## config.mk

```make
export PLATFORM = sky130hd
export DESIGN_NAME = spr_parity_status
export DESIGN_NICKNAME = d
export VERILOG_FILES = /design/src/spr_pkg.sv /design/src/spr_fifo_level.sv /design/src/spr_parity_status.sv
export SDC_FILE = /design/constraint.sdc
export NUM_CORES = 1
export LEC_CHECK = 0
export CORE_MARGIN = 2
export CORE_UTILIZATION = 50
export DETAILED_ROUTE_END_ITERATION = 8
export DONT_BUFFER_PORTS = 1
export HOLD_SLACK_MARGIN = 0.03
export PLACE_DENSITY = 0.76
export SETUP_SLACK_MARGIN = 0.3
export SLEW_MARGIN = 20
export SYNTH_ARGS = -nofsm -noshare
export SYNTH_HDL_FRONTEND = slang
export SYNTH_HIERARCHICAL = 1
export SYNTH_SLANG_ARGS = --single-unit
```

## constraint.sdc

```tcl
create_clock -name mclk -period 3.1 [get_ports mclk]
set_input_delay 0.62 -clock mclk [delete_from_list [all_inputs] [get_ports mclk]]
set_output_delay 0.62 -clock mclk [all_outputs]
set_load 0.01 [all_outputs]
```

## src/spr_pkg.sv

```systemverilog
// Package with register map, field positions and types for the SCSI parity and residue status block.
package spr_pkg;

  localparam logic [3:0] ADDR_CTRL_ZERO = 4'h0;
  localparam logic [3:0] ADDR_CTRL_ONE = 4'h1;
  localparam logic [3:0] ADDR_INT_EN_ZERO = 4'h2;
  localparam logic [3:0] ADDR_INT_ST_ZERO = 4'h3;
  localparam logic [3:0] ADDR_STATUS_ZERO = 4'h4;
  localparam logic [3:0] ADDR_STATUS_ONE = 4'h5;
  localparam logic [3:0] ADDR_CHIP_TEST_FOUR = 4'h6;
  localparam logic [3:0] ADDR_DMA_STATUS = 4'h7;
  localparam logic [3:0] ADDR_DMA_INT_EN = 4'h8;
  localparam logic [3:0] ADDR_DMA_FIFO_COUNT = 4'h9;
  localparam logic [3:0] ADDR_DMA_BYTE_COUNTER = 4'ha;

  localparam int BIT_ATN_ON_PERR = 1;
  localparam int BIT_PARITY_CHECK = 3;
  localparam int BIT_EVEN_PARITY = 2;
  localparam int BIT_HALT_DISABLE = 5;
  localparam int BIT_PERR_INT_EN = 0;
  localparam int BIT_PERR_STATUS = 0;
  localparam int BIT_LIVE_PARITY = 0;
  localparam int BIT_OUT_LATCH_FULL = 5;
  localparam int BIT_OUT_HOLD_FULL = 6;
  localparam int BIT_IN_LATCH_FULL = 7;
  localparam int BIT_LATCHED_PARITY = 3;
  localparam int BIT_SYNC_COUNT_LO = 4;
  localparam int BIT_MASTER_PAR_EN = 3;
  localparam int BIT_MASTER_DPE = 6;

  localparam logic [7:0] RESET_BYTE = 8'h00;
  localparam logic [6:0] RESET_COUNT = 7'h00;

  localparam int FIFO_LANES = 4;
  localparam int FIFO_DEPTH = 20;

  // One received SCSI transfer, sampled from the active-low bus.
  typedef struct packed {
    logic strobe;
    logic [7:0] data;
    logic parity;
  } spr_rx_t;

  // Register port request.
  typedef struct packed {
    logic wr;
    logic rd;
    logic [3:0] addr;
    logic [7:0] wdata;
  } spr_req_t;

endpackage : spr_pkg

```

## src/spr_fifo_level.sv

```systemverilog
// Occupancy counter for the four-lane DMA FIFO, counting bytes up to lanes times depth.
`timescale 1ns/1ps
module spr_fifo_level
  import spr_pkg::*;
#(
  parameter int LANES = FIFO_LANES,
  parameter int DEPTH = FIFO_DEPTH
) (
  input wire logic mclk,
  input wire logic nrst,
  input wire logic ce,
  input wire logic push,
  input wire logic pop,
  output logic [6:0] count,
  output logic full
);

  localparam logic [6:0] MAX_BYTES = 7'(LANES * DEPTH);

  wire do_push = push && (count != MAX_BYTES);
  wire do_pop = pop && (count != 7'h00);

  assign full = (count == MAX_BYTES);

  always_ff @(posedge mclk) begin
    if (!nrst) begin
      count <= RESET_COUNT;
    end else if (ce) begin
      if (do_push && !do_pop) begin
        count <= count + 7'h01;
      end else if (do_pop && !do_push) begin
        count <= count - 7'h01;
      end
    end
  end

endmodule : spr_fifo_level

```

## src/spr_parity_status.sv

```systemverilog
// SCSI parity generation and checking, PCI master parity status and data-path residue status.
`timescale 1ns/1ps
module spr_parity_status
  import spr_pkg::*;
#(
  parameter int LANES = FIFO_LANES,
  parameter int DEPTH = FIFO_DEPTH
) (
  input wire logic mclk,
  input wire logic nrst,
  input wire logic ce,
  input wire logic [3:0] reg_addr,
  input wire logic [7:0] reg_wdata,
  input wire logic reg_wr,
  input wire logic reg_rd,
  output logic [7:0] reg_rdata,
  input wire logic [7:0] scsi_data_n_in,
  input wire logic scsi_parity_line_n_in,
  input wire logic scsi_rx_strobe,
  output logic [7:0] scsi_data_n_out,
  output logic scsi_parity_line_n_out,
  output logic scsi_data_oe,
  input wire logic [7:0] tx_byte,
  input wire logic tx_load,
  input wire logic tx_hold_load,
  input wire logic tx_sent,
  input wire logic sync_mode,
  input wire logic rx_unload,
  input wire logic [3:0] sync_rx_count,
  input wire logic is_initiator,
  input wire logic is_target,
  input wire logic transfer_end,
  output logic attention_out_n,
  output logic halt_req,
  output logic scsi_perr_irq,
  input wire logic pci_master_data_phase,
  input wire logic pci_target_perr,
  output logic dma_irq,
  input wire logic dma_push,
  input wire logic dma_pop,
  input wire logic [6:0] dma_byte_counter,
  output logic dma_fifo_full
);

  // Bus pins come from outside the clock domain; two stages before use.
  logic [9:0] pin_s1;
  logic [9:0] pin_s2;
  always_ff @(posedge mclk) begin
    if (!nrst) begin
      pin_s1 <= 10'h3ff;
      pin_s2 <= 10'h3ff;
    end else if (ce) begin
      pin_s1 <= {pci_target_perr, scsi_parity_line_n_in, scsi_data_n_in};
      pin_s2 <= pin_s1;
    end
  end

  wire [7:0] rx_data = ~pin_s2[7:0];
  wire rx_parity = ~pin_s2[8];
  wire target_perr_sync = pin_s2[9];

  logic [7:0] scsi_control_zero;
  logic [7:0] scsi_control_one;
  logic [7:0] scsi_int_enable_zero;
  logic [7:0] scsi_int_status_zero;
  logic [7:0] chip_test_four;
  logic [7:0] dma_status;
  logic [7:0] dma_int_enable;
  logic [7:0] scsi_in_latch;
  logic in_latch_parity;
  logic in_latch_full;
  logic [7:0] scsi_out_latch;
  logic out_latch_full;
  logic [7:0] scsi_out_holding;
  logic out_hold_full;
  logic attention_active;
  logic halt_pending;
  logic halt_active;
  logic [7:0] read_mux;
  logic [6:0] dma_fifo_count;

  wire atn_on_perr = scsi_control_zero[BIT_ATN_ON_PERR];
  wire parity_check_enable = scsi_control_zero[BIT_PARITY_CHECK];
  wire even_parity_select = scsi_control_one[BIT_EVEN_PARITY];
  wire halt_disable = scsi_control_one[BIT_HALT_DISABLE];
  wire parity_err_int_enable = scsi_int_enable_zero[BIT_PERR_INT_EN];
  wire master_par_en = chip_test_four[BIT_MASTER_PAR_EN];

  function automatic logic odd_parity_bit(input logic [7:0] d);
    odd_parity_bit = ~(^d);
  endfunction : odd_parity_bit

  // Reception: the synchronised byte and parity are latched on the strobe.
  wire rx_take = scsi_rx_strobe;
  wire rx_parity_bad = (rx_parity != odd_parity_bit(rx_data));
  wire perr_event = rx_take && parity_check_enable && rx_parity_bad;

  // Transmission: odd parity always computed, inverted for even sense.
  wire tx_parity = odd_parity_bit(scsi_out_latch) ^ even_parity_select;

  assign scsi_data_n_out = ~scsi_out_latch;
  assign scsi_parity_line_n_out = ~tx_parity;
  assign scsi_data_oe = out_latch_full;
  assign attention_out_n = ~attention_active;
  assign halt_req = halt_active;
  assign scsi_perr_irq = scsi_int_status_zero[BIT_PERR_STATUS] && parity_err_int_enable
    && parity_check_enable;
  assign dma_irq = dma_status[BIT_MASTER_DPE] && dma_int_enable[BIT_MASTER_DPE];

  wire mdpe_event = pci_master_data_phase && master_par_en && target_perr_sync;

  wire wr_c0 = reg_wr && (reg_addr == ADDR_CTRL_ZERO);
  wire wr_c1 = reg_wr && (reg_addr == ADDR_CTRL_ONE);
  wire wr_ie = reg_wr && (reg_addr == ADDR_INT_EN_ZERO);
  wire rd_is = reg_rd && (reg_addr == ADDR_INT_ST_ZERO);
  wire wr_ct4 = reg_wr && (reg_addr == ADDR_CHIP_TEST_FOUR);
  wire rd_ds = reg_rd && (reg_addr == ADDR_DMA_STATUS);
  wire wr_die = reg_wr && (reg_addr == ADDR_DMA_INT_EN);

  always_ff @(posedge mclk) begin
    if (!nrst) begin
      scsi_control_zero <= RESET_BYTE;
      scsi_control_one <= RESET_BYTE;
      scsi_int_enable_zero <= RESET_BYTE;
      chip_test_four <= RESET_BYTE;
      dma_int_enable <= RESET_BYTE;
    end else if (ce) begin
      if (wr_c0) scsi_control_zero <= reg_wdata;
      if (wr_c1) scsi_control_one <= reg_wdata;
      if (wr_ie) scsi_int_enable_zero <= reg_wdata;
      if (wr_ct4) chip_test_four <= reg_wdata;
      if (wr_die) dma_int_enable <= reg_wdata;
    end
  end

  // Sticky status flags clear on read; a same-cycle event wins over the clear.
  always_ff @(posedge mclk) begin
    if (!nrst) begin
      scsi_int_status_zero <= RESET_BYTE;
      dma_status <= RESET_BYTE;
    end else if (ce) begin
      if (perr_event) begin
        scsi_int_status_zero[BIT_PERR_STATUS] <= 1'b1;
      end else if (rd_is) begin
        scsi_int_status_zero[BIT_PERR_STATUS] <= 1'b0;
      end
      if (mdpe_event) begin
        dma_status[BIT_MASTER_DPE] <= 1'b1;
      end else if (rd_ds) begin
        dma_status[BIT_MASTER_DPE] <= 1'b0;
      end
    end
  end

  // Input latch holds the received byte and its parity until moved onward.
  always_ff @(posedge mclk) begin
    if (!nrst) begin
      scsi_in_latch <= RESET_BYTE;
      in_latch_parity <= 1'b0;
      in_latch_full <= 1'b0;
    end else if (ce) begin
      if (rx_take) begin
        scsi_in_latch <= rx_data;
        in_latch_parity <= rx_parity;
        in_latch_full <= 1'b1;
      end else if (rx_unload) begin
        in_latch_full <= 1'b0;
      end
    end
  end

  // Output path: holding register feeds the out latch during synchronous send.
  always_ff @(posedge mclk) begin
    if (!nrst) begin
      scsi_out_latch <= RESET_BYTE;
      out_latch_full <= 1'b0;
      scsi_out_holding <= RESET_BYTE;
      out_hold_full <= 1'b0;
    end else if (ce) begin
      if (tx_load) begin
        scsi_out_latch <= tx_byte;
        out_latch_full <= 1'b1;
      end else if (tx_sent && sync_mode && out_hold_full) begin
        scsi_out_latch <= scsi_out_holding;
        out_latch_full <= 1'b1;
      end else if (tx_sent) begin
        out_latch_full <= 1'b0;
      end
      if (tx_hold_load && sync_mode) begin
        scsi_out_holding <= tx_byte;
        out_hold_full <= 1'b1;
      end else if (tx_sent && out_hold_full) begin
        out_hold_full <= 1'b0;
      end
    end
  end

  // Error reactions: attention for initiators, halt immediate or deferred to transfer end.
  wire halt_now = perr_event && (!halt_disable || !is_target);
  wire halt_defer = perr_event && halt_disable && is_target;
  always_ff @(posedge mclk) begin
    if (!nrst) begin
      attention_active <= 1'b0;
      halt_pending <= 1'b0;
      halt_active <= 1'b0;
    end else if (ce) begin
      if (perr_event && atn_on_perr && is_initiator) begin
        attention_active <= 1'b1;
      end else if (wr_c0 && !reg_wdata[BIT_ATN_ON_PERR]) begin
        attention_active <= 1'b0;
      end
      if (halt_defer) begin
        halt_pending <= 1'b1;
      end else if (transfer_end) begin
        halt_pending <= 1'b0;
      end
      if (halt_now || (halt_pending && transfer_end)) begin
        halt_active <= 1'b1;
      end else if (rd_is) begin
        halt_active <= 1'b0;
      end
    end
  end

  spr_fifo_level #(
    .LANES(LANES),
    .DEPTH(DEPTH)
  ) u_level (
    .mclk(mclk),
    .nrst(nrst),
    .ce(ce),
    .push(dma_push),
    .pop(dma_pop),
    .count(dma_fifo_count),
    .full(dma_fifo_full)
  );

  wire [7:0] status_zero = {in_latch_full, out_hold_full, out_latch_full, 4'h0,
    ~pin_s2[8]};
  wire [7:0] status_one = {sync_rx_count, in_latch_parity, 3'h0};

  always_comb begin
    if (reg_addr == ADDR_CTRL_ZERO) read_mux = scsi_control_zero;
    else if (reg_addr == ADDR_CTRL_ONE) read_mux = scsi_control_one;
    else if (reg_addr == ADDR_INT_EN_ZERO) read_mux = scsi_int_enable_zero;
    else if (reg_addr == ADDR_INT_ST_ZERO) read_mux = scsi_int_status_zero;
    else if (reg_addr == ADDR_STATUS_ZERO) read_mux = status_zero;
    else if (reg_addr == ADDR_STATUS_ONE) read_mux = status_one;
    else if (reg_addr == ADDR_CHIP_TEST_FOUR) read_mux = chip_test_four;
    else if (reg_addr == ADDR_DMA_STATUS) read_mux = dma_status;
    else if (reg_addr == ADDR_DMA_INT_EN) read_mux = dma_int_enable;
    else if (reg_addr == ADDR_DMA_FIFO_COUNT) read_mux = {1'b0, dma_fifo_count};
    else if (reg_addr == ADDR_DMA_BYTE_COUNTER) read_mux = {1'b0, dma_byte_counter};
    else read_mux = 8'h00;
  end

  always_ff @(posedge mclk) begin
    if (!nrst) begin
      reg_rdata <= RESET_BYTE;
    end else if (ce) begin
      reg_rdata <= reg_rd ? read_mux : 8'h00;
    end
  end

  property p_perr_flag;
    @(posedge mclk) disable iff (!nrst)
    ce && perr_event |=> scsi_int_status_zero[BIT_PERR_STATUS];
  endproperty
  a_perr_flag: assert property (p_perr_flag) else $error("parity flag not set");

  property p_no_check;
    @(posedge mclk) disable iff (!nrst)
    ce && !parity_check_enable && !scsi_int_status_zero[BIT_PERR_STATUS]
      |=> !scsi_int_status_zero[BIT_PERR_STATUS];
  endproperty
  a_no_check: assert property (p_no_check) else $error("error flagged with check off");

  property p_atn;
    @(posedge mclk) disable iff (!nrst)
    ce && perr_event && atn_on_perr && is_initiator |=> !attention_out_n;
  endproperty
  a_atn: assert property (p_atn) else $error("attention not asserted");

  property p_halt;
    @(posedge mclk) disable iff (!nrst)
    ce && perr_event && !halt_disable |=> halt_req;
  endproperty
  a_halt: assert property (p_halt) else $error("no halt on parity error");

  property p_defer;
    @(posedge mclk) disable iff (!nrst)
    ce && halt_defer && !transfer_end && !halt_req |=> !halt_req;
  endproperty
  a_defer: assert property (p_defer) else $error("target halted early");

  property p_irq_gate;
    @(posedge mclk) disable iff (!nrst)
    !parity_err_int_enable |-> !scsi_perr_irq;
  endproperty
  a_irq_gate: assert property (p_irq_gate) else $error("parity irq while disabled");

  property p_mdpe;
    @(posedge mclk) disable iff (!nrst)
    ce && pci_master_data_phase && master_par_en && target_perr_sync
      |=> dma_status[BIT_MASTER_DPE];
  endproperty
  a_mdpe: assert property (p_mdpe) else $error("master parity status missed");

  property p_mdpe_irq;
    @(posedge mclk) disable iff (!nrst)
    !dma_int_enable[BIT_MASTER_DPE] |-> !dma_irq;
  endproperty
  a_mdpe_irq: assert property (p_mdpe_irq) else $error("master parity irq while disabled");

  property p_tx_parity;
    @(posedge mclk) disable iff (!nrst)
    scsi_data_oe |-> (^{~scsi_data_n_out, ~scsi_parity_line_n_out}) == !even_parity_select;
  endproperty
  a_tx_parity: assert property (p_tx_parity) else $error("send parity sense wrong");

  property p_in_full;
    @(posedge mclk) disable iff (!nrst)
    ce && rx_take |=> status_zero[BIT_IN_LATCH_FULL];
  endproperty
  a_in_full: assert property (p_in_full) else $error("input latch not shown full");

endmodule : spr_parity_status

```

Word level (Yosys, flattened, before mapping)
Index checks and enable logic that the tools add are counted.
Word-level totals
  flip-flop bits (word level): 100
  bits of input ports: 58
  output and inout bits: 23
  logic and storage cells: 142
Operators by class
  add/sub/neg operators: 2
  equality and inequality tests: 13
  muxes and demuxes: 32
  bitwise operators: 8
  reduce and logical (&&, ||, !) cells: 67
Operators by type and width (number)
  8-bit two-way mux: 12
  2-bit AND reduction: 17
  1-bit logical AND: 29
  7-bit two-way mux: 4
  2-bit nonzero test: 9
  4-bit by 3-bit equality test with 1-bit output, second input constant: 4
  1-bit two-way mux: 16
  8-bit NOT: 2
  8-bit XOR reduction: 2
  4-bit equality test, second input constant: 3
  4-bit by 2-bit equality test with 1-bit output, second input constant: 2
  7-bit by 1-bit adder with 7-bit output, second input constant: 1
  7-bit equality test, second input constant: 1
  7-bit != test, second input constant: 1
  7-bit nonzero test: 1
  7-bit by 1-bit subtractor with 7-bit output, second input constant: 1
  1-bit zero test: 5
  1-bit NOT: 5
  4-bit by 1-bit equality test with 1-bit output, second input constant: 1
  4-bit zero test: 1
  3-bit nonzero test: 1
  1-bit logical OR: 2
  1-bit != test: 1
  1-bit XOR: 1

Depth between registers and ports, before layout
Gate-level depths: netlist of the first run.
  depth after elaboration: 13
  depth in mapped cells: 10
  depth with buffers taken out: 10

Cells and area by module
The synthesis of the first run kept the hierarchy.
By module, submodules not included
  spr_parity_status: times used 1, cells each 494, area each 4505.6 um^2, seq. area each 1861.8 um^2
  spr_fifo_level: times used 1, cells each 59, area each 536.8 um^2, seq. area each 140.1 um^2

Worst setup path after synthesis of the first run
Ideal clock, no wire load.
  path kind: register -> register
  start: reg u_level.count[0]
  end: reg u_level.count[6]
  library setup time: 0.072 ns
  arrival time: 2.824 ns
  required time: 3.028 ns
  setup slack: 0.204 ns
  stages on the path, launching flop included: 11
  buffers on the path: 0
  period minus slack after synthesis: 2.896 ns
  cells stage by stage: dfxtp_1 -> or4_1 -> nor3_2 -> nor2b_1 -> ha_1 -> inv_1 -> ha_1 -> a21o_1 -> a221oi_2 -> mux2i_1 -> mux2i_1
Between the ends
  cells in the longest elaborated chain, start to end: 6
  elaborated cells between the ends (all ways): 14
  classes of those cells: add/sub: 2; eq/ne: 1; mux: 2; reduce/logical: 9
RTL lines
  start, declared: line spr_fifo_level.sv:14  | output logic [6:0] count,
  start signal, assigned: line spr_fifo_level.sv:30  | count <= count + 7'h01;
  start signal, assigned: line spr_fifo_level.sv:32  | count <= count - 7'h01;
  branches (longest 6 deep; another with 7-bit by 1-bit subtractor with 7-bit output)
Parallel ways; which one is timed is not known. The select of a mux whose other input is x is not followed.
A chain may end at the register's enable or synchronous reset.

Worst setup path in the final report of the first run
  start: reg u_level.count[1]
  end: reg u_level.count[6]
The elaborated chain is that of the path after synthesis.

==> results.sh, run 1 <==
export IMPL_outcome="finished, final reports clean"
export IMPL_io_buffers=0
export IMPL_multiInputGateArea_mm2=0.002874
export IMPL_syn_instance_count=553
export IMPL_synth_nets=619
export IMPL_num_nets_final=608
export IMPL_p_leak_nw=2.069
export IMPL_max_stage_delay_ns=0.56
export IMPL_antenna_found_initial=0
export IMPL_p_sw_share_pct=31.59
export IMPL_cp_end_kind="flip-flop"
export IMPL_routedWlPerCell_um=18.54
export IMPL_ant_nets=0
export IMPL_grt_total_usage_pct=23.36
export IMPL_path_cells="or4_4 > o41ai_4 > ha_2 > clkinvlp_4 > buf_4 > ha_4 > and3_2 > a221oi_2 > mux2i_1 > mux2i_1"
export IMPL_arrival_ns=3.34
export IMPL_fin_crit_ns=3.020
export IMPL_ys_warn_count=6
export IMPL_synth_area_leaders="dfxtp_1 (40%), mux2i_1 (12%), nand2_1 (8.0%), nor2b_1 (3.7%), a21boi_0 (3.4%)"
export IMPL_grt_pass1_vias=3940
export IMPL_power_switching_w=0.0009663
export IMPL_grt_max_degree=108
export IMPL_final_util_pct=55.09
export IMPL_reg2reg_from="u_level/count[1]$_SDFFE_PN0P_"
export IMPL_timing_critical_path_buf_inv=2
export IMPL_post_route_period_util_pct=97.42
export IMPL_cp_start_kind="flip-flop"
export IMPL_die_area_mm2=0.01090
export IMPL_hold_class="input port to flip-flop"
export IMPL_fin_cells=679
export IMPL_seqPwrFrac_pct=47.6
export IMPL_io_pins=81
export IMPL_dr_total_vias=3966
export IMPL_power_density_mw_per_mm2=568.1
export IMPL_worst_pin_slew_ns=0.6250
export IMPL_cts_buffers=9
export IMPL_crit_family="simple AND/OR/NAND/NOR gates"
export IMPL_setup_viol=0
export IMPL_grt_pass1_wl_mm=20.37
export IMPL_clock_path_buffers=2
export IMPL_place_hpwl_mm=8.807
export IMPL_fill_cells=896
export IMPL_worst_path_max_delay_cell="or4_4"
export IMPL_die_w_um=104.4
export IMPL_path_class="flip-flop to flip-flop"
export IMPL_crit_top_cell="mux2i_1"
export IMPL_syn_avg_cell_area_um2=9.118
export IMPL_initial_utilization_pct=51.59
export IMPL_fin_skew_ns=0.01332
export IMPL_viasPerCell=5.841
export IMPL_ys_seq_area_share_pct=39.70
export IMPL_crit_required_ns=3.42
export IMPL_rsz0062_at_grt="yes"
export IMPL_gp_congestion=0.8970
export IMPL_final_cell_mix="nand2_1 (108), dfxtp_1 (98), mux2i_1 (60)"
export IMPL_synth_edf_count=0
export IMPL_power_frac_comb_pct=26.5
export IMPL_drc_errors=0
export IMPL_netlist_area_leader_share_pct=39.70
export IMPL_whs_endpoint="pin_s2[9]$_SDFFE_PN1P_"
export IMPL_cts_max_level=3
export IMPL_firstDrtPassIters=5
export IMPL_maxCapViolCount=0
export IMPL_clk_pin_slew_ns=0.11
export IMPL_overflow=0
export IMPL_async_flop_share_pct=0
export IMPL_intPower_w=0.002093
export IMPL_cts_tree="done"
export IMPL_dp_cells=656
export IMPL_core_area_mm2=0.009774
export IMPL_ys_seq_elements=100
export IMPL_mostFrequentLayoutCell="nand2_1"
export IMPL_r2r_slack_ns=0.08
export IMPL_synth_top_area_cell="dfxtp_1"
export IMPL_clock_latency_ns=0.38
export IMPL_synth_cell_types=65
export IMPL_root_buffer="clkbuf_8"
export IMPL_n_antenna_cell=0
export IMPL_drtIter0Drc=317
export IMPL_rows=36
export IMPL_worstRegToRegCells=10
export IMPL_worstHoldStart="nrst"
export IMPL_finalMaxSlewViolations=0
export IMPL_clkPwrFrac_pct=25.9
export IMPL_seqCellArea_mm2=0.002007
export IMPL_clock_sinks=100
export IMPL_syn_to_final_growth_pct=6.799
export IMPL_syn_area_mm2=0.005042
export IMPL_drive_gt1_share_pct=10.62
export IMPL_finalHoldViolations=0
export IMPL_max_freq_ghz=0.3311
export IMPL_ys_flop_type="dfxtp_1"
export IMPL_min_path_cells=1
export IMPL_worstReg2RegEnd="u_level/count[6]$_SDFFE_PN0P_"
export IMPL_slew_headroom_pct=58.02
export IMPL_crit_fanout=7
export IMPL_dieHeight_um=104.4
export IMPL_wl_mm=12.59
export IMPL_vdd_drop_max_uv=280.7
power by group through the flow:
stage                     sequential [W]  combinational, W  clock, W
after floorplan                  0.00145          0.000591         0
after global placement           0.00147          0.000620         0
after detailed placement         0.00147          0.000655         0
after CTS                        0.00145          0.000751  0.000809
after global routing             0.00147          0.000884  0.000857
final                            0.00146          0.000811  0.000792
final cells by class:
class	count	area share, %
clock buffer	9	2.300
clock inverter	6	1.046
inverter	19	1.394
multi-input combinational	401	53.37
sequential	100	37.27
tap	133	3.090
timing repair buffer	11	1.533
routing by layer:
| metal | global-route usage (%) | vias up | share of wire (%) | wire length [um] |
|---|---|---|---|---|
| met5 | 0 | - | 0 | 0 |
| met4 | 7.722 | 0 | 1.8 | 225 |
| met3 | 8.083 | 22 | 9.9 | 1242 |
| met2 | 37.77 | 156 | 46 | 5830 |
| met1 | 29.04 | 1879 | 42 | 5291 |
| li1 | - | 1909 | - | - |
cell families (layout without fill, tap and decap cells):
family / Yosys count / in the layout / share of synthesized area, %
AO/OA/AOI/OAI: 115 / 115 / 16.90
XOR/XNOR: 19 / 19 / 3.573
adder cells (fa/ha/maj): 8 / 8 / 2.134
buffers and inverters: 52 / 45 / 4.541
flip-flops: 100 / 100 / 39.70
multiplexers: 66 / 66 / 13.47
AND/OR/NAND/NOR: 193 / 193 / 19.68
sequential cells by signal, indices dropped and copies added, names as in the netlist:
name                  count
halt_pending              1
pin_s1                   10
attention_active          1
scsi_out_holding          8
in_latch_parity           1
dma_status                1
pin_s2                   10
out_hold_full             1
chip_test_four            8
scsi_int_status_zero      1
scsi_control_one          8
scsi_control_zero         8
in_latch_full             1
scsi_out_latch            8
scsi_data_oe              1
scsi_int_enable_zero      8
u_level/count             7
halt_req                  1
reg_rdata                 8
dma_int_enable            8
repair_timing:
action                                  CTS  global route
endpoints found under the setup margin    2             4
hold buffers                              0             0
resized for setup                         7             2
cloned                                    0             0
setup buffers                             5             3
pin swaps                                 5             2
synth_stat cells (all sizes together) (2+ instances only):
master,number
nor2,10
a31oi,3
o211ai,5
a2bb2oi,4
o211a,9
o22ai,7
nor3b,2
a21oi,13
clkbuf,14
mux2,5
o41ai,2
inv,19
nand2,109
ha,7
xor2,6
buf,19
a22oi,5
nand4,4
and3,3
nand3b,6
nor3,6
a22o,3
mux2i,60
o21a,5
a21boi,26
a221o,2
and2,4
xnor2,12
nor2b,31
o21ai,14
dfxtp,100
nand3,5
nor4,2
nand2b,8
o32ai,2
o2111ai,3
a21o,4
a221oi,3
per-stage QoR:
stage | setup TNS (ns) | instance area, um^2 | setup WS (ns) | total power, W | hold WS [ns]
after CTS | 0 | 5346 | 0.1241 | 0.003011 | 0.2977
after global routing | -0.08913 | 5385 | -0.04850 | 0.003206 | 0.3216
final | 0 | 5385 | 0.07995 | 0.003059 | 0.3330
after detailed placement | 0 | 5094 | 0.08792 | 0.002128 | 0.4521
after floorplan | 0 | 5062 | 0.3181 | 0.002038 | 0.4277
after global placement | 0 | 5094 | 0.1699 | 0.002086 | 0.4419
worst reg2reg max path, stage by stage (launching register included):
cell        delay (ns)
dfxtp_4           0.36
or4_4             0.56
o41ai_4           0.25
ha_2              0.27
clkinvlp_4        0.20
buf_4             0.20
ha_4              0.23
and3_2            0.18
a221oi_2          0.27
mux2i_1           0.24
mux2i_1           0.19
how the worst max path moves through the flow:
stage	startpoint	endpoint	slack [ns]	depth (start not counted)
after detailed placement	u_level/count[0]$_SDFFE_PN0P_	u_level/count[6]$_SDFFE_PN0P_	0.09	9
after CTS	u_level/count[1]$_SDFFE_PN0P_	u_level/count[6]$_SDFFE_PN0P_	0.12	9
after global routing	u_level/count[1]$_SDFFE_PN0P_	u_level/count[6]$_SDFFE_PN0P_	-0.05	9
after global placement	u_level/count[0]$_SDFFE_PN0P_	u_level/count[6]$_SDFFE_PN0P_	0.17	9
final	u_level/count[1]$_SDFFE_PN0P_	u_level/count[6]$_SDFFE_PN0P_	0.08	10
after floorplan	u_level/count[0]$_SDFFE_PN0P_	u_level/count[6]$_SDFFE_PN0P_	0.32	9
Power figures use the tool's default switching activity.
==> run 2: changes to the inputs <==
Settings changed: REMOVE_ABC_BUFFERS set to 1.
==> results.sh, run 2 (synthesis results as in run 1) <==
export IMPL_hold_class="input port to flip-flop"
export IMPL_slew_headroom_pct=56.43
export IMPL_core_area_mm2=0.009774
export IMPL_cts_max_level=3
export IMPL_clock_latency_ns=0.38
export IMPL_wl_mm=12.21
export IMPL_drc_errors=0
export IMPL_final_cell_mix="nand2_1 (108), dfxtp_1 (99), mux2i_1 (60)"
export IMPL_vdd_drop_max_uv=294.6
export IMPL_worstRegToRegCells=9
export IMPL_io_pins=81
export IMPL_fin_tns_setup_ns=0
export IMPL_dpl_cell_area_mm2=0.005081
export IMPL_maxCapViolCount=0
export IMPL_n_antenna_cell=0
export IMPL_cp_end_kind="flip-flop"
export IMPL_crit_top_cell="mux2i_1"
export IMPL_max_freq_ghz=0.3558
export IMPL_drive_gt1_share_pct=9.963
export IMPL_post_route_period_util_pct=90.67
export IMPL_reg_top3="pin_s1 (10), pin_s2 (10)"
export IMPL_worst_pin_slew_ns=0.6514
export IMPL_cts_buffers=9
export IMPL_finalMaxSlewViolations=0
export IMPL_power_density_mw_per_mm2=560.9
export IMPL_crit_required_ns=3.41
export IMPL_grt_pass1_wl_mm=19.85
export IMPL_die_w_um=104.4
export IMPL_clk_pin_slew_ns=0.11
export IMPL_firstDrtPassIters=7
export IMPL_dr_total_vias=3956
export IMPL_routedWlPerCell_um=18.09
export IMPL_reg2reg_from="u_level/count[1]$_SDFFE_PN0P_"
export IMPL_worst_path_max_delay_cell="or4_4"
export IMPL_ant_nets=0
export IMPL_critPathLaunch="u_level/count[1]$_SDFFE_PN0P_"
export IMPL_root_buffer="clkbuf_8"
export IMPL_max_stage_delay_ns=0.58
export IMPL_rsz0062_at_grt="yes"
export IMPL_hold_buffers=0
export IMPL_grt_total_usage_pct=22.86
export IMPL_grt_pass1_vias=3867
export IMPL_mostFrequentLayoutCell="nand2_1"
export IMPL_worstSetupPathDepth=9
export IMPL_setup_viol=0
export IMPL_arrival_ns=3.12
export IMPL_cts_tree="done"
export IMPL_crit_family="compound AO/OA/AOI/OAI gates"
export IMPL_antenna_found_initial=0
export IMPL_outcome="finished, final reports clean"
export IMPL_die_area_mm2=0.01090
export IMPL_viasPerCell=5.861
export IMPL_r2r_slack_ns=0.29
export IMPL_fin_skew_ns=0.01145
export IMPL_worstReg2RegEnd="u_level/count[6]$_SDFFE_PN0P_"
export IMPL_place_hpwl_mm=8.311
export IMPL_final_area_mm2=0.005364
export IMPL_drtIter0Drc=297
export IMPL_cp_start_kind="flip-flop"
export IMPL_overflow=0
export IMPL_p_leak_nw=2.055
export IMPL_final_util_pct=54.88
export IMPL_num_nets_final=604
export IMPL_path_cells="or4_4 > o41ai_4 > ha_2 > inv_4 > fa_2 > a21o_1 > a221oi_2 > mux2i_1 > mux2i_1"
export IMPL_worstHoldStart="tx_sent"
export IMPL_fin_crit_ns=2.811
export IMPL_power_w=0.003008
export IMPL_timing_critical_path_buf_inv=1
export IMPL_gp_congestion=0.9193
export IMPL_fill_cells=907
export IMPL_rows=36
export IMPL_clock_sinks=100
export IMPL_clock_path_buffers=2
export IMPL_path_class="flip-flop to flip-flop"
export IMPL_endpoint="u_level/count[6]$_SDFFE_PN0P_"
export IMPL_crit_fanout=6
export IMPL_grt_max_degree=108
export IMPL_dieHeight_um=104.4
export IMPL_finalHoldViolations=0
export IMPL_syn_to_final_growth_pct=6.377
export IMPL_initial_utilization_pct=51.59
export IMPL_io_buffers=0
run 2: routing by layer:
layer / global-route usage, % / part of all wire, % / wire (um)
met1: 28.74 / 43 / 5215
met5: 0 / 0 / 0
met4: 8.205 / 1.6 / 194
met2: 37.63 / 48 / 5809
met3: 6.140 / 8.1 / 990
run 2: worst min-delay path by stage:
stage                                   endpoint  cells after the start
2_1_floorplan   scsi_control_one[7]$_SDFFE_PN0P_                      2
3_3_place_gp    scsi_control_one[7]$_SDFFE_PN0P_                      2
3_5_place_dp   scsi_control_zero[2]$_SDFFE_PN0P_                      2
4_1_cts                   pin_s2[2]$_SDFFE_PN1P_                      1
5_1_grt                   pin_s1[2]$_SDFFE_PN1P_                      1
6_report               scsi_data_oe$_SDFFE_PN0P_                      1
run 2: where the power goes:
group,total (W),switching (W),internal [W]
Combinational,0.000776,0.000379,0.000397
Sequential,0.00145,0.0000921,0.00136
Clock,0.000782,0.000478,0.000303
run 2: metrics by stage:
step | cells | hold slack (ns) | worst slack (ns)
finish | 675 | 0.3328 | 0.2891
global route | 675 | 0.3072 | 0.1720
CTS | 674 | 0.2950 | 0.3236
detailed placement | 657 | 0.4450 | 0.09134
global placement | 657 | 0.4376 | 0.2012
floorplan | 520 | 0.4277 | 0.2044
run 2: worst reg2reg max path: stages (launching register included):
cell and delay, ns:
dfxtp_4 0.36, or4_4 0.58, o41ai_4 0.25, ha_2 0.26
inv_4 0.08, fa_2 0.35, a21o_1 0.21, a221oi_2 0.24
mux2i_1 0.24, mux2i_1 0.18
run 2: final cells by class:
type	instances	area (um^2)	share of cell area, %
clock buffers	9	123.9	2.309
multi-input cells	401	2887	53.81
well taps	133	166.4	3.102
clock inverters	6	55.05	1.026
repair buffers	7	52.55	0.9797
inverters	19	73.82	1.376
flip-flops and latches	100	2006	37.39
run 2: timing repair:
item / in CTS / in global routing
setup endpoints to repair: 3 / 3
pin swaps: 3 / 1
setup buffers: 2 / 1
resized for setup: 13 / 1
gates cloned: 0 / 0
